==> config.mk <==
export PLATFORM = sky130hd
export DESIGN_NAME = hscr_dev_flat
export DESIGN_NICKNAME = d
export VERILOG_FILES = /design/src/hscr_pkg.sv /design/src/hscr_if.sv /design/src/hscr_dev.sv /design/src/hscr_sync2.sv /design/src/flat_wrapper.sv
export VERILOG_INCLUDE_DIRS = /design/src
export SDC_FILE = /design/constraint.sdc
export NUM_CORES = 1
export LEC_CHECK = 0
export CORE_UTILIZATION = 38
export DETAILED_ROUTE_END_ITERATION = 10
export DONT_BUFFER_PORTS = 1
export PLACE_DENSITY = 0.54
export SYNTH_ARGS = -nofsm -noshare
export SYNTH_HDL_FRONTEND = slang
export SYNTH_SLANG_ARGS = --single-unit
==> constraint.sdc <==
create_clock -name mclk_i -period 1.3 [get_ports mclk_i]
set_input_delay 0.13 -clock mclk_i [delete_from_list [all_inputs] [get_ports mclk_i]]
set_output_delay 0.13 -clock mclk_i [all_outputs]
set_load 0.02 [all_outputs]
==> src/hscr_defs.svh <==
/*
  offsets, field positions, reset values and command codes of the host status and control register group.
  assumes it is included by bare name from every file that needs a number.
*/
`ifndef HSCR_DEFS_SVH
`define HSCR_DEFS_SVH

// host bus offsets, task block (ctl select low) and control block (ctl select high)
`define HSCR_OFS_STATUS      3'h7
`define HSCR_OFS_ALT_FDC     3'h6
`define HSCR_OFS_LOOPBACK    3'h7

// status field positions
`define HSCR_ST_ERR          0
`define HSCR_ST_INDEX        1
`define HSCR_ST_CORR         2
`define HSCR_ST_DRQ          3
`define HSCR_ST_SEEK         4
`define HSCR_ST_FAULT        5
`define HSCR_ST_READY        6
`define HSCR_ST_BUSY         7

// fixed-disk control field positions and reset value
`define HSCR_FDC_DMA         0
`define HSCR_FDC_IRQ_EN_N    1
`define HSCR_FDC_SOFT_RST    2
`define HSCR_FDC_HEAD3       3
`define HSCR_FDC_USED_MASK   8'h0f
`define HSCR_FDC_RESET       8'h00

// loopback: bit 6 write gate, bits 5-0 cable selects (active low)
`define HSCR_LB_WRITE_GATE_N        6
`define HSCR_LB_SEL_RESET    6'h3f
`define HSCR_LB_DRIVEN_OE    8'h7f

// diagnostic command code
`define HSCR_CMD_DIAG        8'h90

// host side software map
`define HSCR_SW_CTL_BIT      3
`define HSCR_SW_OWN          4'h8
`define HSCR_OWN_HRST        0
`define HSCR_OWN_IRQ         1
`define HSCR_OWN_TRANSFER_REQUEST_FLAG        2
`define HSCR_OWN_REFUSED     3
`define HSCR_OWN_BUSY        4

`endif

==> src/hscr_pkg.sv <==
/*
  types used by the device end of the host status and control link.
  assumes hscr_defs.svh supplies the numbers.
*/
package hscr_pkg;

  typedef struct packed {
    logic busy;
    logic ready;
    logic fault;
    logic seek;
    logic transfer_request_bit;
    logic corr;
    logic index;
    logic err;
  } hscr_status_t;

  typedef struct packed {
    logic [3:0] unused;
    logic       head3;
    logic       soft_rst;
    logic       irq_en_n;
    logic       dma_gate;
  } hscr_fdc_t;

endpackage

==> src/hscr_if.sv <==
/*
  host bus between the host end and the device end.
  assumes both ends run on the same mclk_i; bit 7 of read data is only valid where its enable is high.
*/
`timescale 1ns/10ps
interface hscr_if;
  logic [2:0] addr;
  logic       ctl_sel;
  logic       rd;
  logic       wr;
  logic [7:0] wdata;
  logic [7:0] rdata;
  logic [7:0] rdata_oe;
  logic       irq;
  logic       transfer_request_flag;
  logic       host_reset_pin;

  modport dev (
    input  addr, ctl_sel, rd, wr, wdata, host_reset_pin,
    output rdata, rdata_oe, irq, transfer_request_flag
  );
  modport host (
    output addr, ctl_sel, rd, wr, wdata, host_reset_pin,
    input  rdata, rdata_oe, irq, transfer_request_flag
  );
endinterface

==> src/hscr_dev.sv <==
/*
  device end: status, alternate status, command, fixed-disk control and loopback registers.
  assumes the host bus is synchronous to mclk_i; drive status lines and the local reset pin are async.
*/
`timescale 1ns/10ps
`include "hscr_defs.svh"
module hscr_dev (
  // clock and reset
  input  wire logic       mclk_i,
  input  wire logic       srst_i,
  // host bus
  hscr_if.dev             hb,
  // async pins
  input  wire logic       local_reset_n_i,
  input  wire logic       drv_index_i,
  input  wire logic       drv_seek_done_i,
  input  wire logic       drv_write_fault_i,
  input  wire logic       drv_ready_i,
  // local controller events
  input  wire logic       busy_clear_i,
  input  wire logic       error_set_i,
  input  wire logic       ecc_set_i,
  input  wire logic       drq_set_i,
  input  wire logic       drq_clear_i,
  input  wire logic       irq_raise_i,
  // dma
  input  wire logic       dma_mode_sel_i,
  input  wire logic       dma_ctrl_en_i,
  input  wire logic       dma_req_i,
  // cable
  input  wire logic       write_gate_n_i,
  input  wire logic       cable_sel_load_i,
  input  wire logic [5:0] cable_sel_n_i,
  output logic      [5:0] cable_sel_n_o,
  // command and control out
  output logic            cmd_valid_o,
  output logic      [7:0] cmd_code_o,
  output logic            xfer_abort_o,
  output logic            soft_reset_o,
  output logic            head_sel3_enable_o,
  output logic            irq_pending_o
);
  //////////////////////////////////////////////////////////////////////////////
  logic [3:0]           pins_s;
  logic                 local_rst_s;
  logic                 write_gate_n_s;
  logic                 hard_rst;
  logic                 cmd_wr;
  logic                 fdc_wr;
  logic                 st_rd;
  logic                 busy;
  logic                 err;
  logic                 corr;
  logic                 transfer_request_bit;
  logic                 irq_pend;
  logic [7:0]           rdata;
  logic [7:0]           rdata_oe;
  hscr_pkg::hscr_fdc_t  fdc;
  hscr_pkg::hscr_status_t status;

  // pins are async: two flops before any logic
  hscr_sync2 #(.W(6)) u_sync (
    .mclk_i  (mclk_i),
    .srst_i  (srst_i),
    .async_i ({write_gate_n_i, ~local_reset_n_i, drv_ready_i, drv_write_fault_i, drv_seek_done_i, drv_index_i}),
    .sync_o  ({write_gate_n_s, local_rst_s, pins_s})
  );

  // srst, local pin and host pin all count as hard reset
  assign hard_rst = srst_i | local_rst_s | hb.host_reset_pin;

  function automatic logic hit(input logic ctl, input logic [2:0] ofs);
    hit = (hb.ctl_sel == ctl) && (hb.addr == ofs);
  endfunction

  // no lockout while data request is up: every access lands
  assign cmd_wr = hb.wr & hit(1'b0, `HSCR_OFS_STATUS);
  assign fdc_wr = hb.wr & hit(1'b1, `HSCR_OFS_ALT_FDC);
  assign st_rd  = hb.rd & hit(1'b0, `HSCR_OFS_STATUS);

  //////////////////////////////////////////////////////////////////////////////
  // fixed-disk control; upper bits are don't care and dropped
  always_ff @(posedge mclk_i) begin
    if (hard_rst) begin
      fdc <= `HSCR_FDC_RESET;
    end else if (fdc_wr) begin
      fdc <= hb.wdata & `HSCR_FDC_USED_MASK;
    end
  end

  assign soft_reset_o       = fdc.soft_rst;
  assign head_sel3_enable_o = fdc.head3;

  //////////////////////////////////////////////////////////////////////////////
  // busy: any set source wins over the clear from the local controller
  always_ff @(posedge mclk_i) begin
    if (hard_rst) begin
      busy <= 1'b1;
    end else if (cmd_wr || (fdc_wr && hb.wdata[`HSCR_FDC_SOFT_RST]) || fdc.soft_rst) begin
      busy <= 1'b1;
    end else if (busy_clear_i) begin
      busy <= 1'b0;
    end
  end

  // error and corrected-data: set wins over the command-write clear
  always_ff @(posedge mclk_i) begin
    if (hard_rst) begin
      err  <= 1'b0;
      corr <= 1'b0;
    end else begin
      err  <= error_set_i | (err & ~cmd_wr);
      corr <= ecc_set_i | (corr & ~cmd_wr);
    end
  end

  // data request; a command write abandons the transfer in flight
  always_ff @(posedge mclk_i) begin
    if (hard_rst) begin
      transfer_request_bit <= 1'b0;
    end else if (drq_set_i) begin
      transfer_request_bit <= 1'b1;
    end else if (cmd_wr || drq_clear_i) begin
      transfer_request_bit <= 1'b0;
    end
  end

  // command hand-off to the local controller
  always_ff @(posedge mclk_i) begin
    if (hard_rst) begin
      cmd_valid_o  <= 1'b0;
      cmd_code_o   <= 8'h00;
      xfer_abort_o <= 1'b0;
    end else begin
      cmd_valid_o  <= cmd_wr;
      xfer_abort_o <= cmd_wr & transfer_request_bit;
      if (cmd_wr) begin
        cmd_code_o <= hb.wdata;
      end
    end
  end

  // pending host interrupt: raise wins, only primary status read clears
  always_ff @(posedge mclk_i) begin
    if (hard_rst) begin
      irq_pend <= 1'b0;
    end else if (irq_raise_i) begin
      irq_pend <= 1'b1;
    end else if (st_rd) begin
      irq_pend <= 1'b0;
    end
  end

  assign irq_pending_o = irq_pend;
  assign hb.irq        = irq_pend & ~fdc.irq_en_n;

  // dma gate bites only with both local enables set
  assign hb.transfer_request_flag = dma_req_i & (~(dma_mode_sel_i & dma_ctrl_en_i) | fdc.dma_gate);

  //////////////////////////////////////////////////////////////////////////////
  // cable selects follow the drive/head register reset conditions
  always_ff @(posedge mclk_i) begin
    if (hard_rst || fdc.soft_rst || (cmd_wr && hb.wdata == `HSCR_CMD_DIAG)) begin
      cable_sel_n_o <= `HSCR_LB_SEL_RESET;
    end else if (cable_sel_load_i) begin
      cable_sel_n_o <= cable_sel_n_i;
    end
  end

  //////////////////////////////////////////////////////////////////////////////
  // status image; other bits are live even while busy, host end keeps only busy and data request
  always_comb begin
    status       = '0;
    status.busy  = busy;
    status.ready = pins_s[3];
    status.fault = pins_s[2];
    status.seek  = pins_s[1];
    status.transfer_request_bit   = transfer_request_bit;
    status.corr  = corr;
    status.index = pins_s[0] & pins_s[3];
    status.err   = err;
  end

  // read data registered one cycle after the strobe
  always_comb begin
    rdata    = 8'h00;
    rdata_oe = 8'hff;
    if (hit(1'b0, `HSCR_OFS_STATUS) || hit(1'b1, `HSCR_OFS_ALT_FDC)) begin
      rdata = status;
    end else if (hit(1'b1, `HSCR_OFS_LOOPBACK)) begin
      rdata    = {1'b0, write_gate_n_s, cable_sel_n_o};
      rdata_oe = `HSCR_LB_DRIVEN_OE;
    end
  end

  always_ff @(posedge mclk_i) begin
    if (srst_i) begin
      hb.rdata    <= 8'h00;
      hb.rdata_oe <= 8'h00;
    end else if (hb.rd) begin
      hb.rdata    <= rdata;
      hb.rdata_oe <= rdata_oe;
    end else begin
      hb.rdata_oe <= 8'h00;
    end
  end
endmodule

==> src/hscr_sync2.sv <==
/*
  two-flop synchroniser for levels arriving from pins.
  assumes the inputs are quasi-static levels; multi-bit groups may skew by one cycle.
*/
`timescale 1ns/10ps
module hscr_sync2 #(
  parameter int W = 1
) (
  // clock and reset
  input  wire logic         mclk_i,
  input  wire logic         srst_i,
  // levels
  input  wire logic [W-1:0] async_i,
  output logic      [W-1:0] sync_o
);
  logic [W-1:0] meta;

  always_ff @(posedge mclk_i) begin
    if (srst_i) begin
      meta   <= '0;
      sync_o <= '0;
    end else begin
      meta   <= async_i;
      sync_o <= meta;
    end
  end
endmodule

==> src/flat_wrapper.sv <==
// flat-port wrapper written by rule: the top's interface ports become plain ports
module hscr_dev_flat 
  (mclk_i, srst_i, local_reset_n_i, drv_index_i, drv_seek_done_i, drv_write_fault_i, drv_ready_i, busy_clear_i, error_set_i, ecc_set_i, drq_set_i, drq_clear_i, irq_raise_i, dma_mode_sel_i, dma_ctrl_en_i, dma_req_i, write_gate_n_i, cable_sel_load_i, cable_sel_n_i, cable_sel_n_o, cmd_valid_o, cmd_code_o, xfer_abort_o, soft_reset_o, head_sel3_enable_o, irq_pending_o, hb_addr, hb_ctl_sel, hb_rd, hb_wr, hb_wdata, hb_host_reset_pin, hb_rdata, hb_rdata_oe, hb_irq, hb_transfer_request_flag);
  hscr_if hb_i ();
  input  wire logic mclk_i;
  input  wire logic srst_i;
  input  wire logic local_reset_n_i;
  input  wire logic drv_index_i;
  input  wire logic drv_seek_done_i;
  input  wire logic drv_write_fault_i;
  input  wire logic drv_ready_i;
  input  wire logic busy_clear_i;
  input  wire logic error_set_i;
  input  wire logic ecc_set_i;
  input  wire logic drq_set_i;
  input  wire logic drq_clear_i;
  input  wire logic irq_raise_i;
  input  wire logic dma_mode_sel_i;
  input  wire logic dma_ctrl_en_i;
  input  wire logic dma_req_i;
  input  wire logic write_gate_n_i;
  input  wire logic cable_sel_load_i;
  input  wire logic [5:0] cable_sel_n_i;
  output logic      [5:0] cable_sel_n_o;
  output logic cmd_valid_o;
  output logic      [7:0] cmd_code_o;
  output logic xfer_abort_o;
  output logic soft_reset_o;
  output logic head_sel3_enable_o;
  output logic irq_pending_o;
  input wire logic [$bits(hb_i.addr)-1:0] hb_addr;
  input wire logic [$bits(hb_i.ctl_sel)-1:0] hb_ctl_sel;
  input wire logic [$bits(hb_i.rd)-1:0] hb_rd;
  input wire logic [$bits(hb_i.wr)-1:0] hb_wr;
  input wire logic [$bits(hb_i.wdata)-1:0] hb_wdata;
  input wire logic [$bits(hb_i.host_reset_pin)-1:0] hb_host_reset_pin;
  output wire logic [$bits(hb_i.rdata)-1:0] hb_rdata;
  output wire logic [$bits(hb_i.rdata_oe)-1:0] hb_rdata_oe;
  output wire logic [$bits(hb_i.irq)-1:0] hb_irq;
  output wire logic [$bits(hb_i.transfer_request_flag)-1:0] hb_transfer_request_flag;
  assign hb_i.addr = hb_addr;
  assign hb_i.ctl_sel = hb_ctl_sel;
  assign hb_i.rd = hb_rd;
  assign hb_i.wr = hb_wr;
  assign hb_i.wdata = hb_wdata;
  assign hb_i.host_reset_pin = hb_host_reset_pin;
  assign hb_rdata = hb_i.rdata;
  assign hb_rdata_oe = hb_i.rdata_oe;
  assign hb_irq = hb_i.irq;
  assign hb_transfer_request_flag = hb_i.transfer_request_flag;
  hscr_dev u_core (.mclk_i(mclk_i), .srst_i(srst_i), .hb(hb_i), .local_reset_n_i(local_reset_n_i), .drv_index_i(drv_index_i), .drv_seek_done_i(drv_seek_done_i), .drv_write_fault_i(drv_write_fault_i), .drv_ready_i(drv_ready_i), .busy_clear_i(busy_clear_i), .error_set_i(error_set_i), .ecc_set_i(ecc_set_i), .drq_set_i(drq_set_i), .drq_clear_i(drq_clear_i), .irq_raise_i(irq_raise_i), .dma_mode_sel_i(dma_mode_sel_i), .dma_ctrl_en_i(dma_ctrl_en_i), .dma_req_i(dma_req_i), .write_gate_n_i(write_gate_n_i), .cable_sel_load_i(cable_sel_load_i), .cable_sel_n_i(cable_sel_n_i), .cable_sel_n_o(cable_sel_n_o), .cmd_valid_o(cmd_valid_o), .cmd_code_o(cmd_code_o), .xfer_abort_o(xfer_abort_o), .soft_reset_o(soft_reset_o), .head_sel3_enable_o(head_sel3_enable_o), .irq_pending_o(irq_pending_o));
endmodule
Word level (Yosys, flattened, before mapping) --
Cells that the tools add are included.
Operators by class: reduce and logical (&&, ||, !) cells 15, equal/unequal tests 3, multiplexer cells 8, bitwise gates (word level) 21
Operators with widths (number):
- 8-bit 2-to-1 mux | 3
- 1-bit AND | 10
- 8-bit == test, second input constant | 1
- 7-bit 2-to-1 mux | 1
- 3-bit == test, second input constant | 2
- 1-bit logical OR | 6
- 1-bit NOT | 6
- 1-bit logical AND | 5
- 1-bit bitwise OR | 5
- 1-bit 2-to-1 mux | 4
- 2-bit nonzero test | 2
- 2-bit OR reduction | 2
Word-level totals: logic and storage cells 64, register bits 53, bits of input ports 39, output and inout port bits 37

Depth between registers and ports, before layout --
depth after elaboration 7, depth in mapped cells 5

By module --
A second synthesis with hierarchy kept.
Second synthesis, totals: cells, all modules 177, area, all modules 1794.2 um2
Modules (own cells, without submodules):
- hscr_dev | area each 1427.6 um2, times used 1, cells each 152
- hscr_sync2 | area each 366.6 um2, times used 1, cells each 25

Least setup slack after synthesis --
Ideal clock, no wire load.
path kind flip-flop to flip-flop, start point reg u_core.u_sync.sync_o[4], end point reg u_core.busy, path slack 88 ps, cell stages (with the launch flop) 5, period minus slack after synthesis 1212 ps, required time 1166 ps, arrival 1078 ps, setup time 134 ps, path through dfxtp_1 or3_1 buf_2 nor2_2 nand4b_1
On the way: cells in the longest elaborated chain, start to end 3
RTL lines:
- start: declaration | RTL line hscr_sync2.sv:14 | output logic [W-1:0] sync_o
- start signal: assignment | RTL line hscr_sync2.sv:24 | sync_o <= meta;
- 1-bit bitwise OR (2 in series) | RTL line hscr_dev.sv:70 | assign hard_rst = srst_i | local_rst_s | hb.host_reset_pin;
- 2-bit OR reduction (no source line)
- end signal: assignment | RTL line hscr_dev.sv:98 | busy <= 1'b1;
- end signal: assignment | RTL line hscr_dev.sv:100 | busy <= 1'b1;
- end signal: assignment | RTL line hscr_dev.sv:102 | busy <= 1'b0;
- end: declaration | RTL line hscr_dev.sv:51 | logic busy;
No other way between the ends. A chain may end at the register's enable or synchronous reset.

Worst setup path after layout --
start point reg u_core.u_sync.sync_o[4], end point reg u_core.xfer_abort_o
On the way: cells in the longest elaborated chain, start to end 2
RTL lines:
- 1-bit bitwise OR (2 in series) | RTL line hscr_dev.sv:70
- end signal: assignment | RTL line hscr_dev.sv:136 | xfer_abort_o <= cmd_wr & transfer_request_bit;
- end: declaration | RTL line hscr_dev.sv:38 | output logic xfer_abort_o,
No other way between the ends.

==> run_results.csv <==
group,metric,value,unit
sta,setup_viol,0,
floorplan,die_w,70.36,um
worst_setup_path,worstPathArrival,1.44,ns
worst_setup_path,cp.required,1.55,ns
global_route,grt_max_degree,17,
global_route,grt_pass1_vias,1392,
routing,route.detailed.drc,0,
logic_synthesis,synth_edf_count,0,
sta,rsz0062_at_grt,"false",
routing,vias,1332,
worst_hold_path,hold_depth,2,
power_and_ir_drop,p_leak,0.8626,nW
sta,fin_skew,0.004277,ns
cells_and_area,syn_to_final_growth,23.75,%
logic_synthesis,ys_seq_area_share,53.00,%
clocking,htree_levels,2,
floorplan,initial_core_util,40.22,%
sta,period_needed,1.197,ns
routing,drt_iter0_drc,75,
cells_and_area,nNetsFinal,242,
clocking,postCtsSetupBuffers,0,
routing,via_per_inst,5.203,
floorplan,die_y,70.36,um
logic_synthesis,syn_area,1775,um^2
place,placed_area,1821,um^2
floorplan,io_pins,76,
worst_setup_path,start_kind,"flop",
routing,first_pass_iters,4,
place,gp_congestion,0.7002,
logic_synthesis,synth_cell_types,35,
logic_synthesis,synth_top_area_share,53.00,%
global_route,grt_use_total,16.75,%
sta,finalSetupTns,0,ns
routing,top_layer,"met4",
sta,fmaxAchievable,835.4,MHz
worst_setup_path,crit_path_max_incr_delay,0.40,ns
clocking,cts_max_path_buffers,2,
routing,avgRoutedWirePerCell,15.59,um
worst_hold_path,hold_path_class,"input pin to flop",
routing,drtAntennaViolNets,0,
routing,wl_met1,1671,um
sta,period_share,92.08,%
flow_run,maxCapViolCount,0,
global_route,grt-ovfl-total,0,
sta,setup_slack,0.1030,ns
cells_and_area,insertedDiodeCount,0,
logic_synthesis,synth_nets,216,
power_and_ir_drop,finalPower,2.841,mW
place,hpwl,2907,um
clocking,cts_sinks,47,
power_and_ir_drop,power-per-cell-area,1293,nW/um^2
routing,drt_wl_total,3990,um
clocking,cts_made_buffers,5,
worst_setup_path,path_class,"flop to flop",
worst_setup_path,r2r_cells,4,
clocking,cts_root_buffer,"clkbuf_8",
cells_and_area,drive_above_1_share,11.76,%
worst_setup_path,crit_chain,"or3_4 > buf_4 > nor3_2 > and2_1",
clocking,clk_latency,0.30,ns
floorplan,die-area,4950,um^2
routing,wl_met3,367,um
floorplan,row_count,24,
sta,tightest_slew,0.4208,ns
logic_synthesis,ys_ff_latch,47,
worst_setup_path,cpMaxStageDelayCell,"or3_4",
place,port_buffers,0,
clocking,cts_tree,"done",
worst_setup_path,worst_setup_path_end_kind,"flop",
run_status,status,"complete, no violations",
worst_setup_path,path_max_fanout,6,
routing,met2_length,1886,um
power_and_ir_drop,ir_drop,0.6846,mV
sta,slew_viol_final,0,
logic_synthesis,async_reset_ff_share,0,%
global_route,grt_pass1_wl,6423,um
cells_and_area,finalInstanceArea,2197,um^2
floorplan,core_area,4414,um^2
logic_synthesis,syn_inst,177,
logic_synthesis,syn_avg_cell_area,10.03,um^2
clocking,clkTransAtPathRegs,0.09,ns
logic_synthesis,ys.flop_type,"dfxtp_1",
logic_synthesis,yosys_warnings,0,
place,place_ws,0.07485,ns
sta,hold_viol_final,0,
logic_synthesis,ys_top_cells_by_area,"dfxtp_1 53%, mux2i_1 7.9%, nand2_1 4.4%",
sta,max_slew_margin,71.91,%
logic_synthesis,synth_top_area_cell,"dfxtp_1",
global_route,antenna_found_initial,0,
stage by stage:
step | std cells | utilization, % | hold WS (ns)
finish | 256 | 49.77 | 0.005064
global route | 256 | 49.77 | 0.003125
CTS | 255 | 49.32 | 0.001596
detailed placement | 223 | 41.24 | 0.2021
global placement | 223 | 41.24 | 0.2004
floorplan | 177 | - | 0.1967
Yosys cell counts, types with 2 or more instances:
master / n
a21oi_1: 5
a221o_1: 6
and2_1: 7
and2b_1: 3
buf_2: 2
buf_4: 6
clkbuf_1: 2
dfxtp_1: 47
inv_1: 2
mux2i_1: 14
nand2_1: 21
nand2b_1: 3
nand3_1: 13
nor2_1: 3
nor2_2: 2
nor2b_1: 12
nor3_2: 3
nor4b_1: 2
o21ai_0: 8
layout by cell type (no fill, tap or decap), drive strengths merged:
cell type and count:
mux2i 14, bufinv 1, nand3 13, clkbuf 5
nand4b 1, o21ai 8, and2 8, o21a 1
and3 1, nand2b 4, nor2b 12, dlygate4sd3 25
buf 6, nor3 3, nand3b 1, or3 1
a221o 6, dfxtp 47, nor4b 2, nor2 5
nand2 21, nand4 1, xnor2 1, a31o 1
and4 1, a21oi 5, clkinv 1, inv 4
o32ai 1, a32o 1, and2b 3
layout make-up:
class	count	area, um^2
tap	52	65.06
multi-input combinational	115	755.7
fill	424	2217
clock buffer	5	68.82
inverter	3	11.26
timing repair buffer	31	307.8
clock inverter	3	47.55
sequential	47	940.9
repair_timing:
item / in CTS / in global routing
gates resized for setup: 0 / 2
setup endpoints to repair: 0 / 8
hold buffers: 24 / 1
hold endpoints to repair: 28 / 1
sequential cells by signal, indices dropped and copies added (netlist names):
signal                       cells
u_core.cmd_code_o                8
u_core.hb.rdata                  8
u_core.cable_sel_n_o             6
u_core.u_sync.meta               6
u_core.u_sync.sync_o             6
u_core.fdc                       2
u_core.hb.rdata_oe               2
u_core.busy                      1
u_core.cmd_valid_o               1
u_core.corr                      1
u_core.err                       1
u_core.head_sel3_enable_o        1
u_core.irq_pending_o             1
u_core.soft_reset_o              1
u_core.transfer_request_bit      1
u_core.xfer_abort_o              1
metal layers:
metal | up-vias | track usage [%]
met2 | 50 | 27.20
li1 | 655 | -
met3 | 7 | 7.359
met4 | 0 | 5.556
met5 | - | 0
met1 | 620 | 19.60
critical path: cells and delay by family, from the launching register on:
kind	cells	cell delay, ns
and+or+nand+nor	3	0.66
buffers and inverters	1	0.17
DFF	1	0.33
path summary, 6_finish.rpt:
check | slack (ns) | to | startpoint
min reg2reg | 0.44 | u_core.u_sync.sync_o[5] | u_core.u_sync.meta[5]
max reg2reg | 0.10 | u_core.xfer_abort_o | u_core.u_sync.sync_o[4]
max | 0.10 | u_core.xfer_abort_o | u_core.u_sync.sync_o[4]
min | 0.005 | u_core.cable_sel_n_o[2] | cable_sel_n_i[2]
kinds of logic after synthesis:
logic type                after synthesis  share of synthesized area [%]
AOI/OAI and AO/OA                      23                          9.021
muxes                                  14                          7.893
xor gates and xnor gates                1                         0.4934
buffers and inverters                  15                          5.003
and+or+nand+nor                        77                          24.60
DFF                                    47                          52.99
power breakdown:
| part | internal, mW | leakage (nW) | total, mW | switching [mW] |
|---|---|---|---|---|
| combinational | 0.119 | 0.420 | 0.224 | 0.105 |
| clock | 0.583 | 0.0587 | 1.10 | 0.514 |
| sequential | 1.48 | 0.384 | 1.52 | 0.0398 |
(Power assumes the default switching activity.)
